<file path="config.mk">
export PLATFORM = sky130hd
export DESIGN_NAME = sad_decoder
export DESIGN_NICKNAME = d
export VERILOG_FILES = /design/src/sad_pkg.sv /design/src/sad_window_decode.sv /design/src/sad_region_check.sv /design/src/sad_decoder.sv
export SDC_FILE = /design/constraint.sdc
export NUM_CORES = 2
export LEC_CHECK = 0
export BUFFER_PORTS_ARGS = -buffer_cell sky130_fd_sc_hd__buf_2
export CAP_MARGIN = 20
export CORE_MARGIN = 5
export CORE_UTILIZATION = 45
export CTS_BUF_LIST = sky130_fd_sc_hd__clkbuf_2 sky130_fd_sc_hd__clkbuf_4 sky130_fd_sc_hd__clkbuf_8
export CTS_CLUSTER_SIZE = 20
export DETAILED_ROUTE_END_ITERATION = 12
export GPL_TIMING_DRIVEN = 1
export PLACE_DENSITY_LB_ADDON = 0.05
export SYNTH_ARGS = -nofsm -noshare
export SYNTH_HDL_FRONTEND = slang
export SYNTH_SLANG_ARGS = --single-unit
</file>
<file path="constraint.sdc">
create_clock -name CLOCK_I -period 14.83 [get_ports CLOCK_I]
set_input_delay 1.483 -clock CLOCK_I [delete_from_list [all_inputs] [get_ports CLOCK_I]]
set_output_delay 1.483 -clock CLOCK_I [all_outputs]
set_load 0.02 [all_outputs]
</file>
<file path="src/sad_pkg.sv">
// Notes on behaviour
// - address bit 28 selects the secure or non-secure half of each window
// - bit 28 is masked before any physical location is selected
// - security permission comes from external attribution logic, an input here
// - secure address equals non-secure address with bit 28 set
// - 0x0000_0000..0x0FFF_FFFF decodes to flash, boot rom and code ram
// - 0x2000_0000..0x2FFF_FFFF decodes to three ram banks and usb buffer ram
// - 0x4000_0000..0x4FFF_FFFF decodes to ahb and apb peripheral spaces
// - secure areas may be marked non-secure callable, entered under attribution control
// - eight protection regions; each of 256 bytes or more has eight individually enabled subregions
// - a region may deny all access or allow reads only
// - no matching region or forbidden access blocks and raises memory-management fault
// - top 17 flash pages reserved, 246 KB usable
// - addresses 0x0000_0000..0x1FFF_FFFF go to the code-bus port
// - addresses 0x2000_0000..0xFFFF_FFFF go to the system-bus port
package sad_pkg;
	// ****************************************
	// address layout
	// ****************************************
	localparam int SECURE_BIT = 28;
	localparam logic [31:0] SECURE_MASK = 32'h1000_0000;
	localparam logic [31:0] CODE_PORT_LAST = 32'h1FFF_FFFF;
	localparam logic [31:0] FLASH_BASE = 32'h0000_0000;
	localparam logic [31:0] FLASH_LAST = 32'h0003_D7FF;
	localparam logic [31:0] ROM_BASE = 32'h0300_0000;
	localparam logic [31:0] ROM_LAST = 32'h0301_FFFF;
	localparam logic [31:0] CRAM_BASE = 32'h0400_0000;
	localparam logic [31:0] CRAM_LAST = 32'h0400_3FFF;
	localparam logic [31:0] RAM0_BASE = 32'h2000_0000;
	localparam logic [31:0] RAM0_LAST = 32'h2000_7FFF;
	localparam logic [31:0] RAM1_BASE = 32'h2000_8000;
	localparam logic [31:0] RAM1_LAST = 32'h2000_BFFF;
	localparam logic [31:0] RAM2_BASE = 32'h2000_C000;
	localparam logic [31:0] RAM2_LAST = 32'h2000_FFFF;
	localparam logic [31:0] USBRAM_BASE = 32'h2001_0000;
	localparam logic [31:0] USBRAM_LAST = 32'h2001_3FFF;
	localparam logic [31:0] APB_BASE = 32'h4000_0000;
	localparam logic [31:0] APB_LAST = 32'h4003_FFFF;
	localparam logic [31:0] AHBP_BASE = 32'h4008_0000;
	localparam logic [31:0] AHBP_LAST = 32'h400A_FFFF;
	// ****************************************
	// protection unit shape
	// ****************************************
	localparam int NUM_REGIONS = 8;
	localparam int NUM_SUB = 8;
	localparam int NUM_TARGETS = 9;
	typedef enum logic [1:0] {SAD_AP_NONE, SAD_AP_RO, SAD_AP_RW} sad_ap_e;
	typedef logic [3:0] sad_target_t;
	localparam sad_target_t TGT_FLASH = 4'h0;
	localparam sad_target_t TGT_ROM = 4'h1;
	localparam sad_target_t TGT_CRAM = 4'h2;
	localparam sad_target_t TGT_RAM0 = 4'h3;
	localparam sad_target_t TGT_RAM1 = 4'h4;
	localparam sad_target_t TGT_RAM2 = 4'h5;
	localparam sad_target_t TGT_USBRAM = 4'h6;
	localparam sad_target_t TGT_APB = 4'h7;
	localparam sad_target_t TGT_AHBP = 4'h8;
	localparam sad_target_t TGT_NONE = 4'hF;
endpackage : sad_pkg

</file>
<file path="src/sad_window_decode.sv">
`timescale 1ns/1ps
module sad_window_decode
	import sad_pkg::*;
(
	// address in
	input wire logic [31:0] addr_i,
	// decode out
	output sad_target_t target_o,
	output logic [31:0] phys_o,
	output logic secure_o,
	output logic code_port_o
);
	logic [31:0] a;
	always_comb begin
		a = addr_i & ~SECURE_MASK;
		phys_o = a;
		secure_o = addr_i[SECURE_BIT];
		code_port_o = (addr_i <= CODE_PORT_LAST);
		target_o = TGT_NONE;
		if (a >= FLASH_BASE && a <= FLASH_LAST) begin
			target_o = TGT_FLASH;
		end else if (a >= ROM_BASE && a <= ROM_LAST) begin
			target_o = TGT_ROM;
		end else if (a >= CRAM_BASE && a <= CRAM_LAST) begin
			target_o = TGT_CRAM;
		end else if (a >= RAM0_BASE && a <= RAM0_LAST) begin
			target_o = TGT_RAM0;
		end else if (a >= RAM1_BASE && a <= RAM1_LAST) begin
			target_o = TGT_RAM1;
		end else if (a >= RAM2_BASE && a <= RAM2_LAST) begin
			target_o = TGT_RAM2;
		end else if (a >= USBRAM_BASE && a <= USBRAM_LAST) begin
			target_o = TGT_USBRAM;
		end else if (a >= APB_BASE && a <= APB_LAST) begin
			target_o = TGT_APB;
		end else if (a >= AHBP_BASE && a <= AHBP_LAST) begin
			target_o = TGT_AHBP;
		end
	end
endmodule : sad_window_decode

</file>
<file path="src/sad_region_check.sv">
`timescale 1ns/1ps
module sad_region_check
	import sad_pkg::*;
(
	// access
	input wire logic [31:0] addr_i,
	input wire logic write_i,
	// region config, flattened per region
	input wire logic [NUM_REGIONS-1:0] en_i,
	input wire logic [NUM_REGIONS*32-1:0] base_i,
	input wire logic [NUM_REGIONS*5-1:0] size_log2_i,
	input wire logic [NUM_REGIONS*NUM_SUB-1:0] sub_dis_i,
	input wire logic [NUM_REGIONS*2-1:0] ap_i,
	// verdict
	output logic allow_o
);
	logic [NUM_REGIONS-1:0] hit;
	logic [NUM_REGIONS-1:0] ok;
	genvar g;
	generate
		for (g = 0; g < NUM_REGIONS; g++) begin : g_reg
			logic [31:0] base;
			logic [4:0] sz;
			logic [31:0] mask;
			logic [31:0] off;
			logic [2:0] sub;
			logic [1:0] ap;
			always_comb begin
				base = base_i[g*32 +: 32];
				sz = size_log2_i[g*5 +: 5];
				ap = ap_i[g*2 +: 2];
				// size is 2^(sz+1) bytes; subregion is the top 3 offset bits
				mask = ~((32'h0000_0002 << sz) - 32'h0000_0001);
				off = addr_i - (base & mask);
				// eight subregions: the offset bits just below the region size
				sub = 3'(off >> (sz - 5'h02));
				hit[g] = en_i[g] && ((addr_i & mask) == (base & mask))
					&& (sz >= 5'h07 ? !sub_dis_i[g*NUM_SUB + int'(sub)] : 1'b1);
				ok[g] = (ap == SAD_AP_RW) || (ap == SAD_AP_RO && !write_i);
			end
		end
	endgenerate
	// highest-numbered matching region decides, as on the usual protection units
	always_comb begin
		allow_o = 1'b0;
		for (int i = 0; i < NUM_REGIONS; i++) begin
			if (hit[i]) begin
				allow_o = ok[i];
			end
		end
	end
endmodule : sad_region_check

</file>
<file path="src/sad_decoder.sv">
`timescale 1ns/1ps
module sad_decoder
	import sad_pkg::*;
(
	// clock and reset
	input wire logic CLOCK_I,
	input wire logic RESET_I,
	// access request
	input wire logic REQ_VALID_I,
	input wire logic [31:0] REQ_ADDR_I,
	input wire logic REQ_WRITE_I,
	// attribution verdict from separate logic
	input wire logic ATTR_ALLOW_I,
	input wire logic ATTR_NSC_I,
	// protection unit config
	input wire logic PROT_ENABLE_I,
	input wire logic [NUM_REGIONS-1:0] REGION_EN_I,
	input wire logic [NUM_REGIONS*32-1:0] REGION_BASE_I,
	input wire logic [NUM_REGIONS*5-1:0] REGION_SIZE_I,
	input wire logic [NUM_REGIONS*NUM_SUB-1:0] REGION_SUB_DIS_I,
	input wire logic [NUM_REGIONS*2-1:0] REGION_AP_I,
	// routed access
	output logic CODE_VALID_O,
	output logic SYS_VALID_O,
	output logic [31:0] PHYS_ADDR_O,
	output logic [NUM_TARGETS-1:0] SEL_O,
	output logic SECURE_O,
	output logic NSC_O,
	output logic WRITE_O,
	// fault answers
	output logic BUS_ERROR_O,
	output logic MEM_FAULT_O,
	output logic ATTR_FAULT_O
);
	// ****************************************
	// decode and check
	// ****************************************
	sad_target_t tgt;
	logic [31:0] phys;
	logic sec;
	logic code_port;
	logic prot_allow;
	sad_window_decode u_dec (
		.addr_i(REQ_ADDR_I),
		.target_o(tgt),
		.phys_o(phys),
		.secure_o(sec),
		.code_port_o(code_port)
	);
	sad_region_check u_chk (
		.addr_i(REQ_ADDR_I),
		.write_i(REQ_WRITE_I),
		.en_i(REGION_EN_I),
		.base_i(REGION_BASE_I),
		.size_log2_i(REGION_SIZE_I),
		.sub_dis_i(REGION_SUB_DIS_I),
		.ap_i(REGION_AP_I),
		.allow_o(prot_allow)
	);
	// ****************************************
	// registered outcome
	// ****************************************
	logic next_code_valid, next_sys_valid, next_secure, next_nsc, next_write;
	logic next_bus_error, next_mem_fault, next_attr_fault;
	logic [31:0] next_phys;
	logic [NUM_TARGETS-1:0] next_sel;
	always_comb begin
		next_code_valid = 1'b0;
		next_sys_valid = 1'b0;
		next_sel = '0;
		next_phys = PHYS_ADDR_O;
		next_secure = SECURE_O;
		next_nsc = NSC_O;
		next_write = WRITE_O;
		next_bus_error = 1'b0;
		next_mem_fault = 1'b0;
		next_attr_fault = 1'b0;
		if (REQ_VALID_I) begin
			next_phys = phys;
			next_secure = sec;
			next_nsc = sec && ATTR_NSC_I;
			next_write = REQ_WRITE_I;
			// protection disabled means all accesses pass the region check
			if (PROT_ENABLE_I && !prot_allow) begin
				next_mem_fault = 1'b1;
			end else if (!ATTR_ALLOW_I) begin
				next_attr_fault = 1'b1;
			end else if (tgt == TGT_NONE) begin
				next_bus_error = 1'b1;
			end else begin
				next_sel[tgt] = 1'b1;
				next_code_valid = code_port;
				next_sys_valid = !code_port;
			end
		end
	end
	always_ff @(posedge CLOCK_I) begin
		if (RESET_I) begin
			CODE_VALID_O <= 1'b0;
			SYS_VALID_O <= 1'b0;
			PHYS_ADDR_O <= '0;
			SEL_O <= '0;
			SECURE_O <= 1'b0;
			NSC_O <= 1'b0;
			WRITE_O <= 1'b0;
			BUS_ERROR_O <= 1'b0;
			MEM_FAULT_O <= 1'b0;
			ATTR_FAULT_O <= 1'b0;
		end else begin
			CODE_VALID_O <= next_code_valid;
			SYS_VALID_O <= next_sys_valid;
			PHYS_ADDR_O <= next_phys;
			SEL_O <= next_sel;
			SECURE_O <= next_secure;
			NSC_O <= next_nsc;
			WRITE_O <= next_write;
			BUS_ERROR_O <= next_bus_error;
			MEM_FAULT_O <= next_mem_fault;
			ATTR_FAULT_O <= next_attr_fault;
		end
	end
endmodule : sad_decoder

</file>
==> metrics.txt <==
status=finished clean; ys async rst share=0%; Seq cells post-synth=48; Routed Antenna Nets=0; vias per inst=6.871; post-layout util=48.98%; Flop pwr share=6.4%; Crit. End Element=flop; Mapped Cells=5356; fin. max-slew vios=0; CTS resizes=0; DRT iter0 DRCs=5770; dpl ws=4.910 ns; largest net degree at the start of global routing=48; Die X=286.5 um; Post-synth EDFFs=0; post-synth cell types=107; DRT Pass-1 Iters=6; worst hold path type=reg2reg; GRT met3 Usage=9.714%; area grow syn2layout=7.958%; Setup CP Type=in2reg; Global Route Usage Sum=39.25%; CTS Sinks=48; RR Startpoint=PHYS_ADDR_O[3]; Max Clock Skew=0 ns; multi-input logic area=31540 um^2; Lkg Pwr=0.01504 uW; Syn. warnings=0; CTS clk-pin slew, worst paths=0.15 ns; R2R depth=2; Fin. Hold Viols=0; TritonCTS Buffers=5; postcts setup bufs=0; RSZ-0062 raised after global routing=no; WL/cell=26.75 um; root buffer cell=clkbuf_8; hold slack final=0.4741 ns; busiest grt layer=met2; relative slew slack=23.00%; CP max FO=36; Clock Latency Late Sink=0.37 ns; met2 global-route usage=59.08%; fin crit period=9.813 ns; sequential cell area=960.9 um^2; Power Density=57.59 nW/um^2; synthesized area per cell=6.423 um^2; Gate power share=88.5%; fin nets=6234; Post-route DRC=0; P_int=850.0 uW; clock tree buffer depth=2; Crit path arrival time=10.08 ns; synthesized area=34400 um^2; chip height=286.5 um; GP Congestion=1.009; final wirelength=174500 um; WP data required=15.10 ns; Setup-failing EPs final=0; CTS tree=yes; net switching power=1289 uW; final critical-path share of the clock period=66.17%; total core area=75820 um^2; met1 usage=52.49%; hold-fix buffers at CTS=0; crit path from=REGION_SIZE_I[20]; Initial Util=45.37%; IO buf count=462; share of cells above drive strength 1=12.06%; Most used DFF post-synth=dfxtp_1; I/O pins=472; Clock Power Share=5.1%; reg2reg setup slack=14.19 ns; peak supply drop=36.17 uV; Startpoint Class=primary input; Post-Synthesis Net Count=6060; global-route wire length before repair=253100 um; worst slew pin tran=1.126 ns; final setup TNS=0 ns; initial antenna violation count=20; critical path capture point=SEL_O[2]; die area=82070 um^2; sequential area share after synthesis=2.793%; Congestion Overflow GR=0; max_cap viols=0; worst setup margin=5.017 ns; FILL cells=8165; Cell Rows=101; fmax=0.1019 GHz; sw frac=60.26%; vias in the first global route=40322; r2r endpoint=PHYS_ADDR_O[3]; vias=44836; number of H-tree levels=2; post-DP HPWL=134900 um
[cell type report]
type | count | area share (%)
multi-input combinational | 4812 | 84.93
timing repair buffer | 517 | 7.338
tap | 978 | 3.295
sequential | 48 | 2.587
inverter | 146 | 1.476
clock buffer | 6 | 0.2224
antenna | 16 | 0.1078
clock inverter | 2 | 0.04043
[cells in the mapped netlist (125+ instances only)]
| master | instances | area share [%] |
|---|---|---|
| nand3_1 | 158 | 2.3 |
| o21ai_0 | 420 | 6.1 |
| xor2_1 | 214 | 5.4 |
| xnor2_1 | 195 | 5.0 |
| clkbuf_1 | 288 | 3.1 |
| a21oi_1 | 448 | 6.5 |
| inv_1 | 136 | 1.5 |
| ha_1 | 281 | 10 |
| nor3_1 | 135 | 2.0 |
| nand2_1 | 715 | 7.8 |
| mux2i_1 | 125 | 3.6 |
| nor2_1 | 516 | 5.6 |
[power by group through the flow]
stage / Combinational, uW / Clock [uW] / Sequential, uW
4_1_cts: 1830 / 112 / 138
5_1_grt: 2030 / 114 / 138
3_5_place_dp: 1820 / 0 / 140
3_3_place_gp: 1820 / 0 / 140
2_1_floorplan: 1280 / 0 / 147
6_report: 1890 / 109 / 138
[how the worst min path moves through the flow]
stage / startpoint / endpoint / depth (start not counted)
2_1_floorplan: NSC_O / NSC_O / 2
6_report: NSC_O / NSC_O / 2
4_1_cts: NSC_O / NSC_O / 2
5_1_grt: NSC_O / NSC_O / 2
3_5_place_dp: NSC_O / NSC_O / 2
3_3_place_gp: NSC_O / NSC_O / 2
[critical path, stage by stage]
cell	delay [ns]
buf_2	0.34
nor2_1	0.78
nand2_1	0.17
ha_1	0.45
nand2_1	0.26
a21boi_0	0.20
o22ai_1	0.10
a21oi_1	0.20
nand2_1	0.16
ha_1	0.54
nand2_1	0.16
nor3_1	0.42
nand3_1	0.15
o41ai_2	0.58
a31oi_1	0.19
xnor2_1	0.31
a2bb2oi_1	0.19
o221ai_1	0.15
a221oi_1	0.61
or2_1	0.31
mux2i_1	0.10
mux2_2	0.27
o211ai_1	0.61
mux2_2	0.29
o211ai_2	0.16
a221oi_4	0.67
nor3_1	0.19
[placed cells by master (no fill, tap or decap), types with 47 or more instances in the layout]
| master | count |
|---|---|
| nand2b_1 | 51 |
| o21a_1 | 76 |
| buf_4 | 55 |
| a211oi_1 | 93 |
| buf_2 | 462 |
| o211ai_1 | 123 |
| nand2_1 | 715 |
| a31oi_1 | 82 |
| o21ai_0 | 420 |
| a21oi_1 | 448 |
| o31ai_1 | 47 |
| mux2i_1 | 125 |
| o22ai_1 | 51 |
| ha_1 | 281 |
| nand3_1 | 158 |
| inv_1 | 136 |
| nor2_1 | 516 |
| dfxtp_1 | 48 |
| xnor2_1 | 195 |
| xor2_1 | 214 |
| nand4_1 | 79 |
| a21o_1 | 71 |
| nor3_1 | 135 |
[cells by family (layout without fill, tap and decap cells)]
logic type	count (synthesis)	count (layout)	share of synthesized area [%]
and+or+nand+nor	2005	2005	27.14
AOI/OAI and AO/OA	1935	1935	37.64
buffers and inverters	496	671	5.514
xor gates and xnor gates	409	409	10.41
adders and majority gates	281	281	10.22
muxes	181	181	6.267
DFF	48	48	2.793
other	1	17	0.01090
[metal layers]
metal / routed length, um / up-vias / part of all wire (%)
met5: 34 / - / 0.019
met4: 10280 / 6 / 5.9
met3: 21260 / 522 / 12
met2: 72770 / 2786 / 42
met1: 70190 / 20981 / 40
li1: - / 20541 / -
[stage by stage]
stage | cell area (um^2) | std cells | power (uW)
after global routing | 37110 | 6514 | 2280
after detailed placement | 36990 | 6500 | 1962
after global placement | 36990 | 6500 | 1964
after CTS | 37090 | 6508 | 2080
final | 37140 | 6525 | 2139
after floorplan | 34400 | 5356 | 1428
[sequential cells by signal, summed over array words and instances, names as in the netlist]
register / count
ATTR_FAULT_O: 1
BUS_ERROR_O: 1
CODE_VALID_O: 1
MEM_FAULT_O: 1
NSC_O: 1
PHYS_ADDR_O: 31
SECURE_O: 1
SEL_O: 9
SYS_VALID_O: 1
WRITE_O: 1
Power figures use the tool's default switching activity.
